File: src/inc/timer_two_defines.vh
// Purpose: constants for the timer two block
// Assumes: word-aligned APB registers, byte data in the low bits
// Notes:   definitions only
`ifndef TIMER_TWO_DEFINES_VH
`define TIMER_TWO_DEFINES_VH
// register printed indices (byte offsets are 4 * index, so c9 sits at byte offset 0x324)
`define IDX_CONTROL      8'hc8
`define IDX_MODE         8'hc9
`define IDX_COUNT_LOW    8'hca
`define IDX_COUNT_HIGH   8'hcb
`define IDX_CAPTURE_LOW  8'hcc
`define IDX_CAPTURE_HIGH 8'hcd
`define IDX_IRQ_ENABLE   8'hce
// control bit positions
`define CTL_OVF    7
`define CTL_EXF    6
`define CTL_RCLK   5
`define CTL_UART_TX_CLOCK_SELECT   4
`define CTL_EXEN   3
`define CTL_RUN    2
`define CTL_CT     1
`define CTL_CPRL   0
// mode bit positions
`define MOD_OE     1
`define MOD_DOWN_COUNT_ENABLE   0
`define MOD_MASK   8'h03
`define CTL_RESET  8'h00
`define MOD_RESET  8'h00
`define COUNT_TOP  16'hffff
`define COUNT_ZERO 16'h0000
// machine cycle divide
`define MC_DIV     3'd6
`endif

File: src/logic/fall_detect.v
// Purpose: falling edge detect on a pin sampled once per machine cycle
// Assumes: pin synchronous to clk
// Notes:   pulse one cycle after the low sample
`timescale 1ns/1ps
`default_nettype none
module fall_detect
(
    input  wire clk,
    input  wire rst_b,
    input  wire sample,
    input  wire pin,
    output reg  fall
);
    reg last_ff;
    // 1 then 0 on successive samples
    always @(posedge clk)
    begin
        if (!rst_b)
        begin
            last_ff <= 1'b1;
            fall    <= 1'b0;
        end
        else
        begin
            fall <= sample & last_ff & ~pin;
            if (sample)
                last_ff <= pin;
        end
    end
endmodule // fall_detect
`default_nettype wire

File: src/logic/cycle_tick.v
// Purpose: machine-cycle tick generator
// Assumes: one system clock
// Notes:   one pulse every DIV clocks
`timescale 1ns/1ps
`default_nettype none
module cycle_tick
#(
    parameter [2:0] DIV = 3'd6
)
(
    input  wire clk,
    input  wire rst_b,
    output reg  tick
);
    reg [2:0] cnt_ff;
    // free divider
    always @(posedge clk)
    begin
        if (!rst_b)
        begin
            cnt_ff <= 3'd0;
            tick   <= 1'b0;
        end
        else
        begin
            tick   <= (cnt_ff == DIV - 3'd1);
            cnt_ff <= (cnt_ff == DIV - 3'd1) ? 3'd0 : cnt_ff + 3'd1;
        end
    end
endmodule // cycle_tick
`default_nettype wire

File: src/logic/timer_two.v
// Purpose: 16-bit timer/counter with capture/reload, APB registers
// Assumes: pins synchronous to clk; APB slave, zero wait states
// Notes:   byte address = 4 * printed index
// Overview of operation
// - mode from run, select, output enable, uart
// - counts only while run bit set
// - overflow flag sticky, not in baud/clockout
// - external flag on trigger fall if enabled and running, not in clock-out or down count
// - receive clock uses timer overflows
// - transmit clock uses timer overflows
// - trigger enable gates capture or reload
// - source: machine cycles, count pin falls, or every clock in baud/clock-out
// - capture or reload on trigger per select
// - uart select forces auto-reload on overflow
// - control resets zero; mode byte register
// - output enable only in clock-out mode
// - down-count enable allows up/down counting
// - capture mode without trigger: plain counter
// - trigger fall copies count into capture
// - capture mode never reloads count
// - one interrupt from either flag
// - up rollover sets flag, loads capture, or zero in capture mode
// - edge: 1 then 0, flag third cycle
// - down count to capture, reload top, toggle
//
// Implementation choice: register access over APB.
`timescale 1ns/1ps
`include "timer_two_defines.vh"
`default_nettype none
module timer_two
(
    input  wire        clk,
    input  wire        rst_b,
    input  wire        psel,
    input  wire        penable,
    input  wire        pwrite,
    input  wire [11:0] paddr,
    input  wire [31:0] pwdata,
    output reg  [31:0] prdata,
    output reg         pready,
    output reg         pslverr,
    input  wire        count_pin,
    input  wire        trigger_pin,
    input  wire        uart_mode_13,
    output reg         timer_irq,
    output reg         uart_rx_tick,
    output reg         uart_tx_tick,
    output reg         clock_out,
    output reg         clock_out_oe
);
    localparam [3:0] M_OFF    = 4'b0001;
    localparam [3:0] M_RELOAD = 4'b0010;
    localparam [3:0] M_CAPT   = 4'b0100;
    localparam [3:0] M_BAUD   = 4'b1000;

    reg  [7:0]  control_ff;
    reg  [7:0]  mode_ff;
    reg  [15:0] count_ff;
    reg  [15:0] capture_ff;
    reg         irq_en_ff;
    reg         nxt_ovf;
    reg         nxt_exf;
    reg  [15:0] nxt_count;
    reg  [15:0] nxt_capture;
    reg  [3:0]  mode_sel;
    reg         clkout_mode;
    reg         inc;
    reg         ovf_evt;
    reg         exf_evt;
    reg         rd_err;
    reg  [7:0]  rd_byte;
    wire        mc_tick;
    wire        trig_fall;
    wire        cnt_fall;
    wire        wr_acc;
    wire [9:0]  widx;
    wire        uart_sel;
    wire        down;

    // byte address to printed index
    function [7:0] idx_of;
        input [11:0] a;
        begin
            idx_of = a[9:2];
        end
    endfunction

    // APB access phase, zero wait
    assign wr_acc = psel & penable & pwrite;
    assign widx   = {2'b00, idx_of(paddr)};
    assign uart_sel = control_ff[`CTL_RCLK] | control_ff[`CTL_UART_TX_CLOCK_SELECT];
    assign down   = mode_ff[`MOD_DOWN_COUNT_ENABLE] & ~trigger_pin;

    // machine-cycle tick
    cycle_tick #(.DIV(`MC_DIV)) u_tick
    (
        .clk   (clk),
        .rst_b (rst_b),
        .tick  (mc_tick)
    );

    // trigger edge, sampled per machine cycle
    fall_detect u_trig
    (
        .clk    (clk),
        .rst_b  (rst_b),
        .sample (mc_tick),
        .pin    (trigger_pin),
        .fall   (trig_fall)
    );

    // count pin edge, sampled per machine cycle
    fall_detect u_cnt
    (
        .clk    (clk),
        .rst_b  (rst_b),
        .sample (mc_tick),
        .pin    (count_pin),
        .fall   (cnt_fall)
    );

    // mode decode
    always @*
    begin
        clkout_mode = 1'b0;
        if (!control_ff[`CTL_RUN])
            mode_sel = M_OFF;
        else if (uart_sel)
            mode_sel = M_BAUD;
        else if (mode_ff[`MOD_OE])
        begin
            mode_sel    = M_RELOAD;
            clkout_mode = ~control_ff[`CTL_CPRL] & ~control_ff[`CTL_CT];
        end
        else if (control_ff[`CTL_CPRL])
            mode_sel = M_CAPT;
        else
            mode_sel = M_RELOAD;
    end

    // count source and counter step
    always @*
    begin
        inc = 1'b0;
        if (mode_sel != M_OFF)
        begin
            if (control_ff[`CTL_CT])
                inc = cnt_fall;
            else if (mode_sel == M_BAUD || clkout_mode)
                inc = 1'b1;
            else
                inc = mc_tick;
        end
    end

    // next count, capture and flags
    always @*
    begin
        nxt_count   = count_ff;
        nxt_capture = capture_ff;
        nxt_ovf     = control_ff[`CTL_OVF];
        nxt_exf     = control_ff[`CTL_EXF];
        ovf_evt     = 1'b0;
        exf_evt     = 1'b0;
        // software writes first so hardware sets win
        if (wr_acc && widx == {2'b00, `IDX_CONTROL})
        begin
            nxt_ovf = pwdata[`CTL_OVF];
            nxt_exf = pwdata[`CTL_EXF];
        end
        if (wr_acc && widx == {2'b00, `IDX_COUNT_LOW})
            nxt_count[7:0] = pwdata[7:0];
        if (wr_acc && widx == {2'b00, `IDX_COUNT_HIGH})
            nxt_count[15:8] = pwdata[7:0];
        if (wr_acc && widx == {2'b00, `IDX_CAPTURE_LOW})
            nxt_capture[7:0] = pwdata[7:0];
        if (wr_acc && widx == {2'b00, `IDX_CAPTURE_HIGH})
            nxt_capture[15:8] = pwdata[7:0];
        if (inc)
        begin
            if (down && mode_sel == M_RELOAD && !clkout_mode)
            begin
                if (count_ff == capture_ff)
                begin
                    ovf_evt   = 1'b1;
                    nxt_count = `COUNT_TOP;
                end
                else
                    nxt_count = count_ff - 16'h0001;
            end
            else if (count_ff == `COUNT_TOP)
            begin
                ovf_evt = 1'b1;
                if (mode_sel == M_CAPT)
                    nxt_count = `COUNT_ZERO;
                else
                    nxt_count = capture_ff;
            end
            else
                nxt_count = count_ff + 16'h0001;
        end
        if (ovf_evt && mode_sel != M_BAUD && !clkout_mode)
            nxt_ovf = 1'b1;
        if (ovf_evt && mode_ff[`MOD_DOWN_COUNT_ENABLE] && mode_sel == M_RELOAD && !clkout_mode)
            nxt_exf = ~control_ff[`CTL_EXF];
        // trigger events
        if (trig_fall && control_ff[`CTL_EXEN] && mode_sel != M_OFF && !clkout_mode
            && !(mode_ff[`MOD_DOWN_COUNT_ENABLE] && mode_sel == M_RELOAD))
        begin
            exf_evt = 1'b1;
            nxt_exf = 1'b1;
            if (mode_sel == M_CAPT)
                nxt_capture = count_ff;
            else if (mode_sel == M_RELOAD)
                nxt_count = capture_ff;
        end
    end

    // register state
    always @(posedge clk)
    begin
        if (!rst_b)
        begin
            control_ff <= `CTL_RESET;
            mode_ff    <= `MOD_RESET;
            count_ff   <= `COUNT_ZERO;
            capture_ff <= `COUNT_ZERO;
            irq_en_ff  <= 1'b0;
        end
        else
        begin
            count_ff   <= nxt_count;
            capture_ff <= nxt_capture;
            control_ff[`CTL_OVF] <= nxt_ovf;
            control_ff[`CTL_EXF] <= nxt_exf;
            if (wr_acc && widx == {2'b00, `IDX_CONTROL})
                control_ff[5:0] <= pwdata[5:0];
            if (wr_acc && widx == {2'b00, `IDX_MODE})
                mode_ff <= pwdata[7:0] & `MOD_MASK;
            if (wr_acc && widx == {2'b00, `IDX_IRQ_ENABLE})
                irq_en_ff <= pwdata[0];
        end
    end

    // read mux
    always @*
    begin
        rd_err  = 1'b0;
        rd_byte = 8'h00;
        case (widx)
            {2'b00, `IDX_CONTROL}:      rd_byte = control_ff;
            {2'b00, `IDX_MODE}:         rd_byte = mode_ff;
            {2'b00, `IDX_COUNT_LOW}:    rd_byte = count_ff[7:0];
            {2'b00, `IDX_COUNT_HIGH}:   rd_byte = count_ff[15:8];
            {2'b00, `IDX_CAPTURE_LOW}:  rd_byte = capture_ff[7:0];
            {2'b00, `IDX_CAPTURE_HIGH}: rd_byte = capture_ff[15:8];
            {2'b00, `IDX_IRQ_ENABLE}:   rd_byte = {7'h00, irq_en_ff};
            default:                    rd_err  = 1'b1;
        endcase
    end

    // registered outputs
    always @(posedge clk)
    begin
        if (!rst_b)
        begin
            prdata       <= 32'h00000000;
            pready       <= 1'b0;
            pslverr      <= 1'b0;
            timer_irq    <= 1'b0;
            uart_rx_tick <= 1'b0;
            uart_tx_tick <= 1'b0;
            clock_out    <= 1'b0;
            clock_out_oe <= 1'b0;
        end
        else
        begin
            // answer in the cycle after setup
            pready  <= psel & ~penable;
            pslverr <= psel & ~penable & rd_err;
            prdata  <= {24'h000000, rd_byte};
            timer_irq <= irq_en_ff & (nxt_ovf | nxt_exf);
            uart_rx_tick <= control_ff[`CTL_RCLK] & uart_mode_13 & ovf_evt;
            uart_tx_tick <= control_ff[`CTL_UART_TX_CLOCK_SELECT] & uart_mode_13 & ovf_evt;
            clock_out_oe <= clkout_mode;
            if (clkout_mode && ovf_evt)
                clock_out <= ~clock_out;
        end
    end
endmodule // timer_two
`default_nettype wire

File: config.mk
export PLATFORM = sky130hd
export DESIGN_NAME = timer_two
export DESIGN_NICKNAME = d
export VERILOG_FILES = /design/src/logic/fall_detect.v /design/src/logic/cycle_tick.v /design/src/logic/timer_two.v
export VERILOG_INCLUDE_DIRS = /design/src /design/src/inc
export SDC_FILE = /design/constraint.sdc
export NUM_CORES = 1
export LEC_CHECK = 0
export ABC_AREA = 1
export ABC_CLOCK_PERIOD_IN_PS = 3000
export BUFFER_PORTS_ARGS = -buffer_cell sky130_fd_sc_hd__buf_2
export CORE_UTILIZATION = 40
export DETAILED_ROUTE_END_ITERATION = 8
export GPL_ROUTABILITY_DRIVEN = 0
export SETUP_SLACK_MARGIN = 0.15
export SYNTH_ARGS = -nofsm -noshare
export SYNTH_HDL_FRONTEND = slang
export SYNTH_SLANG_ARGS = --single-unit
File: constraint.sdc
create_clock -name clk -period 3 [get_ports clk]
set_input_delay 0.15 -clock clk [delete_from_list [all_inputs] [get_ports clk]]
set_output_delay 0.15 -clock clk [all_outputs]
set_load 0.1 [all_outputs]
## Yosys cells after proc, flatten, opt, wreduce, memory -nomap -nowiden

Cells that the tools add are included.

- Register bits: 90
- Latch bits: 0
- Bits in writable memories: 0
- Bits in read-only memories: 0
- Input port bits: 52
- Output and inout bits: 39
- Word-level logic and storage cells: 124
- Memories: 0

- Add/subtract/negate cells: 3
- Multiply operators: 0
- Divide/modulo/power cells: 0
- Order comparisons: 0
- Eq/ne operators: 15
- Shift operators: 0
- Mux-type cells: 35
- Bitwise operators: 25
- Reduce and logical (&&, ||, !) cells: 25

Operators by type and width:

| operator | count |
|---|---|
| $mux 16 | 10 |
| $eq 8x8->1 const B | 7 |
| $pmux 8 s7 | 1 |
| $mux 8 | 4 |
| $logic_and 1x1->1 | 20 |
| $add 16x1->16 const B | 1 |
| $eq 16x16->1 | 1 |
| $eq 16x16->1 const B | 1 |
| $mux 1 | 16 |
| $sub 16x1->16 const B | 1 |
| $and 1x1->1 | 15 |
| $mux 4 | 2 |
| $not 1->1 | 8 |
| $reduce_or 7->1 | 1 |
| $mux 3 | 2 |
| $eq 4x2->1 const B | 1 |
| $eq 4x3->1 const B | 1 |
| $eq 4x4->1 const B | 1 |
| $ne 4x1->1 const B | 1 |
| $ne 4x4->1 const B | 1 |
| $add 3x1->3 const B | 1 |
| $eq 3x3->1 const B | 1 |
| $logic_not 1->1 | 2 |
| $or 1x1->1 | 2 |
| other kinds (2) | 2 |

## Logic depth before layout (Yosys ltp)

Gate-level depths: netlist of run 1.

- Depth after elaboration: 17
- Depth in mapped cells: 14
- Gate-level depth less buffers: 13

## Hierarchy

From an unflattened synthesis of run 1, not the netlist that was laid out.

- Cells, all modules: 721
- Area total of the unflattened synthesis: 4719.5 um2

By module, submodules not included:

| module | instances | cells each | area an instance (um2) | seq. area each (um2) |
|---|---|---|---|---|
| timer_two | 1 | 682 | 4420.5 | 1161.1 |
| cycle_tick | 1 | 19 | 156.4 | 80.1 |
| fall_detect | 2 | 10 | 71.3 | 40.0 |

## Least setup slack after synthesis of run 1

No wires, ideal clock.

- Path type: register to register
- From: register count_ff[0]
- To: register clock_out
- Library setup time: 0.067 ns
- Arrival: 1.605 ns
- Path slack: 1.328 ns
- Cell stages (with the launch flop): 13
- Path buffers: 0
- Period minus slack after synthesis: 1.672 ns
- Cells stage by stage: dfxtp_1 ha_1 nand2_4 inv_2 nand4_1 nor2_2 nand2_2 nand2_2 inv_2 a21oi_4 nand3_1 xor2_1 nor2_1

- Longest elaborated chain between the ends: 5
- Elaborated cells on any way between the ends: 7

RTL lines:

| what | line | source |
|---|---|---|
| start, declared | timer_two.v:58 | `reg [15:0] count_ff;` |
| start signal, assigned | timer_two.v:226 | `` count_ff <= `COUNT_ZERO; `` |
| start signal, assigned | timer_two.v:232 | `count_ff <= nxt_count;` |
| $eq 16x16->1 (on tied branches) | -- |  |
| $mux 1 (on tied branches) | timer_two.v:191, timer_two.v:183 |  |
| $mux 1 (*) | timer_two.v:181 | `if (down && mode_sel == M_RELOAD && !clkout_mode)` |
| $mux 1 (*) | timer_two.v:179 | `if (inc)` |
| $logic_and 1x1->1 (*) | timer_two.v:286 | `if (clkout_mode && ovf_evt)` |
| end signal, assigned | timer_two.v:287 | `clock_out <= ~clock_out;` |
| end, declared | timer_two.v:48 | `output reg clock_out,` |

Every way passes the cells marked *; elsewhere a longest branch is shown, timed or not.
A chain may end at the register's enable or synchronous reset.

## Worst setup path after layout of run 1

- From: register count_ff[0]
- To: register count_ff[14]

- Longest elaborated chain between the ends: 7
- Elaborated cells on any way between the ends: 11

RTL lines:

| what | line | source |
|---|---|---|
| $add 16x1->16, or another cell as far along | timer_two.v:200 | `nxt_count = count_ff + 16'h0001;` |
| $mux 16 (on tied branches) | timer_two.v:191, timer_two.v:183 |  |
| $mux 16 (*) | timer_two.v:181 |  |
| $mux 16 (*) | timer_two.v:179 |  |
| $mux 16 | timer_two.v:214 | `else if (mode_sel == M_RELOAD)` |
| $mux 16 | timer_two.v:212 | `if (mode_sel == M_CAPT)` |
| $mux 16 (*) | timer_two.v:207 | `` if (trig_fall && control_ff[`CTL_EXEN] && mode_sel != M_OFF && !clkout_mode `` |

Marks and branches as above.

==> results of run 1 <==
[cells in the mapped netlist, types with 8 or more instances]
cell	count	share of area
a21oi_1	82	0.087
a31oi_1	8	0.011
buf_4	36	0.058
clkbuf_1	10	0.0080
dfxtp_1	66	0.28
inv_1	73	0.058
inv_2	16	0.013
nand2_1	105	0.084
nand2_2	9	0.012
nand3_1	31	0.033
nand4_1	9	0.012
nor2_1	67	0.054
nor3_1	8	0.0085
o211ai_1	9	0.014
o21ai_0	65	0.069
o22ai_1	13	0.017
xor2_1	16	0.030
[per-stage QoR]
stage,total power [mW],utilization
5_1_grt,2.26,0.449
6_report,2.19,0.449
3_5_place_dp,1.14,0.421
4_1_cts,2.20,0.449
2_1_floorplan,1.12,-
3_3_place_gp,1.13,0.421
[cells by family (layout without fill, tap and decap cells)]
logic type      after synthesis  count (layout)
buf+inv                     148             153
xor+xnor                     17              17
simple gates                264             264
fa+ha+maj                     4               4
other cells                   1              24
compound gates              203             203
flops                        66              66
[registers in the layout (all words and copies together) (netlist names), 2 cells and up]
name / count
prdata: 8
control_ff: 8
mode_ff: 2
u_tick.cnt_ff: 3
count_ff: 16
capture_ff: 16
[worst max-delay path by stage]
stage                              end  slack, ns              startpoint
3_3_place_gp   count_ff[14]$_SDFF_PN0_       0.87  count_ff[0]$_SDFF_PN0_
4_1_cts        count_ff[14]$_SDFF_PN0_       0.77  count_ff[0]$_SDFF_PN0_
3_5_place_dp   count_ff[14]$_SDFF_PN0_       0.78  count_ff[0]$_SDFF_PN0_
2_1_floorplan   clock_out$_SDFFE_PN0P_       1.33  count_ff[0]$_SDFF_PN0_
6_report       count_ff[14]$_SDFF_PN0_       0.70  count_ff[0]$_SDFF_PN0_
5_1_grt        count_ff[14]$_SDFF_PN0_       0.63  count_ff[0]$_SDFF_PN0_
[layer usage]
layer  wire [um]  share of wire  up-vias
li1            -              -     2352
met1        6250           0.46     2171
met2        6050           0.44      178
met3         863          0.063       27
met4         503          0.037        0
met5           0              0        -
[cell type report]
class                      instances  area share
inverter                          93      0.0693
sequential                        66       0.257
tap                              143      0.0349
timing repair buffer              44      0.0468
clock inverter                     7      0.0151
clock buffer                       9      0.0439
multi-input combinational        512       0.533
[power breakdown]
part	switching, mW	leakage, nW	internal [mW]
clock	0.424	0.135	0.648
sequential	0.00361	0.532	0.882
combinational	0.203	1.48	0.0303
total	0.631	2.14	1.56
[worst max-delay path, cell delays in order, from the launching register on]
cell and delay [ns]:
dfxtp_1 0.38, inv_1 0.26, ha_1 0.28, nand3_2 0.13, nor2_1 0.32, nand3_1 0.22
nor2_1 0.21, xor2_1 0.09, o211ai_1 0.20, a21oi_1 0.09
==> metrics.txt, run 1 <==
outcome=complete, no violations; Antenna diodes=0; first-pass GRT wire length=22200 um; async set-reset flop share out of synthesis=0; CTS tree=yes; TritonCTS buffer count=9; Syn-to-layout area delta=9.33%; r2r setup slk=0.70 ns; synthesized area per cell=6.68 sq um; Cell Area, Synth=4690 sq um; DIE HEIGHT=110 um; Adder-Cell Fraction of Synth Area=0.0107; maxcap violations=0; DRC Markers=0; CTS hold repair buffers=2; Initial Utilization=0.411; Synth Area in XOR/XNOR=0.0317; Max-Slew Margin vs Limit=0.501; Post-synth EDFFs=0; die area=12200 sq um; most used flip-flop cell after synthesis=dfxtp_1; Final min period=2.30 ns; final-report hold violation count=0; critical setup path kind=reg2reg; H-tree levels=3; Synthesis Warnings=0; post-CTS setup buffer count=0; r2r startpoint=count_ff[0]$_SDFF_PN0_; vias post-DR=4728; Critical Path End Type=flip-flop; TritonRoute pass-1 iters=5; commonest cells after routing, fill and taps aside=nand2_1 (105), a21oi_1 (82), inv_1 (73); Syn Inst Count=703; reg2reg end=count_ff[14]$_SDFF_PN0_; Root Buffer=clkbuf_16; Seq/Total Area, Yosys=0.282; io pins=91; most common cell after layout, fill and taps aside=nand2_1; IO Port Bufs=38; gr busiest metal=met2; dpl ws=0.784 ns; area of the multi-input gates=2730 sq um; Least-Margin Pin Slew=0.742 ns; met1 usage=0.324; largest family of logic cells by synthesized area=simple AND/OR/NAND/NOR gates; pwr dens=427 nW/um^2; FMAX=435 MHz; GRT Total Usage=0.245; global route overflow=0; largest net degree at the start of global routing=42; clk sinks=66; clk buf depth=2; CP Data Required Time=3.22 ns; RSZ-0062 raised after global routing=no; final wirelength=13700 um; total negative setup slack=0 ns; Synth Area in Compound Gates=0.242; Worst Setup Start Kind=flip-flop; NumNets Final=782; grt met2 use=0.378; core area=11400 sq um; clk_lat worst skew=0.34 ns; worst hold endpoint=u_trig.fall$_SDFF_PN0_; Layout fillers=1186; Final Slew Violations=0; FP Rows=39; vias in the first global route=4329; post-CTS sizing=0; PnR worst setup slack=0.703 ns; proportion of synthesized area in mux cells=0; final non-filler cell total=874; tightest hold margin=0.0136 ns; M3 GR Usage=0.0541; Fin Clk Skew=0.00617 ns; Detailed Place HPWL=10300 um; Cells after DPL=856; hold crit path type=in2reg; Synth Area in Simple Gates=0.279; share of layout cells above drive strength 1=0.163; Die Width=110 um; hold path depth=2; Reg area=1320 sq um; design area=5130 sq um; peak supply drop=0.374 mV; Clk pin slew, worst setup/hold paths=0.06 ns; Worst Min Path Start=trigger_pin; antenna violations before repair=0; Worst Path Max Fanout=6; Final period util=0.766; P_leak=2.14 nW; Routed Antenna Nets=0; reg2reg path depth=9; Cell variety after synth=46; Data arrival, critical path=2.52 ns; Yosys reg bits=66; placed cell area=4810 sq um; drt first-iter violations=447; Final setup viols=0; routed len/inst=15.6 um; Avg Vias per Cell=5.41
No activity file was read; power rests on OpenSTA's default activity.
==> inputs of run 2 (changes only) <==
--- a/config.mk
+++ b/config.mk
@@ -7,7 +7,7 @@
 export NUM_CORES = 1
 export LEC_CHECK = 0
 export ABC_AREA = 1
-export ABC_CLOCK_PERIOD_IN_PS = 3000
+export ABC_CLOCK_PERIOD_IN_PS = 2080
 export BUFFER_PORTS_ARGS = -buffer_cell sky130_fd_sc_hd__buf_2
 export CORE_UTILIZATION = 40
 export DETAILED_ROUTE_END_ITERATION = 8
==> constraint.sdc (replaced) <==
create_clock -name clk -period 2.08 [get_ports clk]
set_input_delay 0.104 -clock clk [delete_from_list [all_inputs] [get_ports clk]]
set_output_delay 0.104 -clock clk [all_outputs]
set_load 0.1 [all_outputs]
==> run 2 against run 1 <==
  * Combinational power rose by 47%
  * Die area is the same
  * Sequential power increased by 43%
  * Worst hold slack hardly changed
  * Final area is 7.0% higher
  * Register-to-register slack got worse by 0.46 ns
  * Clock-buffer cell count stayed put
  * First-iteration DRC count fell by 15%
  * Worst setup slack worse by 0.46 ns
  * Flip-flop and latch count unchanged
  * Cell count increased by 4.1%
  * Critical path type unchanged
==> metrics.txt, run 2 (synthesized netlist as in run 1, its figures left out) <==
Data arrival, critical path=2.13 ns (-0.39 ns); DRC Markers=0 (unchanged); worst path cell trace=ha_4 > nand2_4 > inv_2 > nand4_1 > nor2_2 > nand2_2 > nand2_2 > inv_2 > a21oi_4 > nand2_2 > o21ai_2 > nor2_2 > nor2_1; FMAX=543 MHz (+25%); RSZ-0062 raised after global routing=yes; r2r startpoint=count_ff[1]$_SDFF_PN0_; NumNets Final=818 (+4.6%); P_leak=2.37 nW (+11%); vias post-DR=4850 (+2.6%); delay-heaviest family, CP=simple AND/OR/NAND/NOR gates; most common cell after layout, fill and taps aside=nand2_1; Critical Path End Type=flip-flop; gr busiest metal=met2; Worst Setup Start Kind=flip-flop; reg2reg path depth=13 (+4); CTS tree=yes; critical setup path kind=reg2reg; M3 GR Usage=0.0447 (-0.00941); commonest cells after routing, fill and taps aside=nand2_1 (105), a21oi_1 (82), inv_1 (71); clk_lat worst skew=0.35 ns (about the same); TritonRoute pass-1 iters=5 (unchanged); clk buf depth=2 (unchanged); total negative setup slack=0 ns (unchanged); antenna violations before repair=0 (unchanged); met1 usage=0.326 (+0.00202); Max-Slew Margin vs Limit=0.511 (+0.00960); pwr dens=586 nW/um^2 (+37%); Clk pin slew, worst setup/hold paths=0.06 ns (about the same); post-layout power=3.22 mW (+47%); Worst Path Max Fanout=5 (-1); IO Port Bufs=38 (unchanged); Detailed Place HPWL=10600 um (+2.8%); hold crit path type=in2reg; share of layout cells above drive strength 1=0.228 (+0.0654); final wirelength=14000 um (+2.6%); maxcap violations=0 (unchanged); worst hold endpoint=pslverr$_SDFF_PN0_; Worst path max stage delay=0.39 ns (about the same); first-pass GRT wire length=22600 um (+1.9%); r2r setup slk=0.24 ns (-0.46 ns); final-report hold violation count=0 (unchanged); TritonCTS buffer count=9 (unchanged); drt first-iter violations=378 (-15%); hold path depth=3 (+1); reg2reg end=timer_irq$_SDFF_PN0_; Least-Margin Pin Slew=0.733 ns (-0.00838 ns); Final min period=1.84 ns (-0.456 ns); Worst Min Path Start=psel; Initial Utilization=0.411 (unchanged); most used cell along the critical path=nand2_2; Crit-path slowest cell=dfxtp_4; FP Rows=39 (unchanged); Final setup viols=0 (unchanged); Avg Vias per Cell=5.33 (-1.5%); Buf/Inv on CP=2 (+1); routed len/inst=15.4 um (-1.5%); H-tree levels=3 (unchanged); CP Data Required Time=2.36 ns (-0.86 ns); grt met2 use=0.388 (+0.00976); global route overflow=0 (unchanged); Final Slew Violations=0 (unchanged); Final period util=0.885 (+0.119); Fin Clk Skew=0.00682 ns (+0.000645 ns); vias in the first global route=4426 (+2.2%); DIE HEIGHT=110 um (unchanged); clk sinks=66 (unchanged); biggest regs=capture_ff (16), count_ff (16); Antenna diodes=0 (unchanged); GRT Total Usage=0.249 (+0.00377); CP startpoint=count_ff[1]$_SDFF_PN0_; Syn-to-layout area delta=17.0%; Root Buffer=clkbuf_16; Layout fillers=1183 (-0.25%); peak supply drop=0.637 mV (+70%); io pins=91 (unchanged); Die Width=110 um (unchanged); core area=11400 sq um (unchanged); die area=12200 sq um (unchanged); outcome=complete, no violations; Routed Antenna Nets=0 (unchanged); largest net degree at the start of global routing=41 (-2.4%)
==> run 2: metal layers <==
layer  wire length (um)  part of all wire
met4                569             0.041
met3                814             0.058
met2               6200              0.44
met1               6430              0.46
met5                  0                 0
==> run 2: what timing repair did <==
item,CTS,global route
pin swaps,1,11
hold buffers,4,0
endpoints found under the setup margin,5,22
gates resized for setup,4,29
setup buffers,1,10
endpoints found under the hold margin,6,0
==> run 2: worst max path at each step <==
stage                                           to  cells past startpoint
after global routing      control_ff[7]$_SDFF_PN0_                     13
after CTS                     timer_irq$_SDFF_PN0_                     13
after global placement        timer_irq$_SDFF_PN0_                     13
final                         timer_irq$_SDFF_PN0_                     13
after detailed placement      timer_irq$_SDFF_PN0_                     13
after floorplan             clock_out$_SDFFE_PN0P_                     12
==> run 2: worst reg2reg max path: stages, from the launching register on <==
cell and delay, ns:
dfxtp_4 0.39, ha_4 0.16, nand2_4 0.06, inv_2 0.05
nand4_1 0.11, nor2_2 0.17, nand2_2 0.08, nand2_2 0.07
inv_2 0.06, a21oi_4 0.18, nand2_2 0.11, o21ai_2 0.18
nor2_2 0.07, nor2_1 0.09
==> run 2: final cells by class <==
type | instances | area (sq um) | share of cell area
Inverter | 93 | 360 | 0.0656
Timing Repair Buffer | 80 | 523 | 0.0952
Clock inverter | 7 | 83.8 | 0.0153
Tap cell | 143 | 179 | 0.0326
Clock buffer | 9 | 225 | 0.0410
Multi-Input combinational cell | 512 | 2770 | 0.505
Sequential cell | 66 | 1350 | 0.246
==> run 2: per-stage QoR <==
step	cell area (sq um)	worst slack [ns]	util	instances	hold slack [ns]
floorplan	4780	0.408	-	726	0.181
global placement	4980	0.116	0.436	879	0.293
detailed placement	4980	0.113	0.436	879	0.293
CTS	5350	0.166	0.468	900	0.0104
global route	5490	0.101	0.481	910	0.0149
finish	5490	0.239	0.481	910	0.0137
==> run 2: power by group <==
group / switching [mW] / internal, mW
registers: 0.00481 / 1.27
logic: 0.295 / 0.0474
clock network: 0.652 / 0.953
total: 0.952 / 2.27
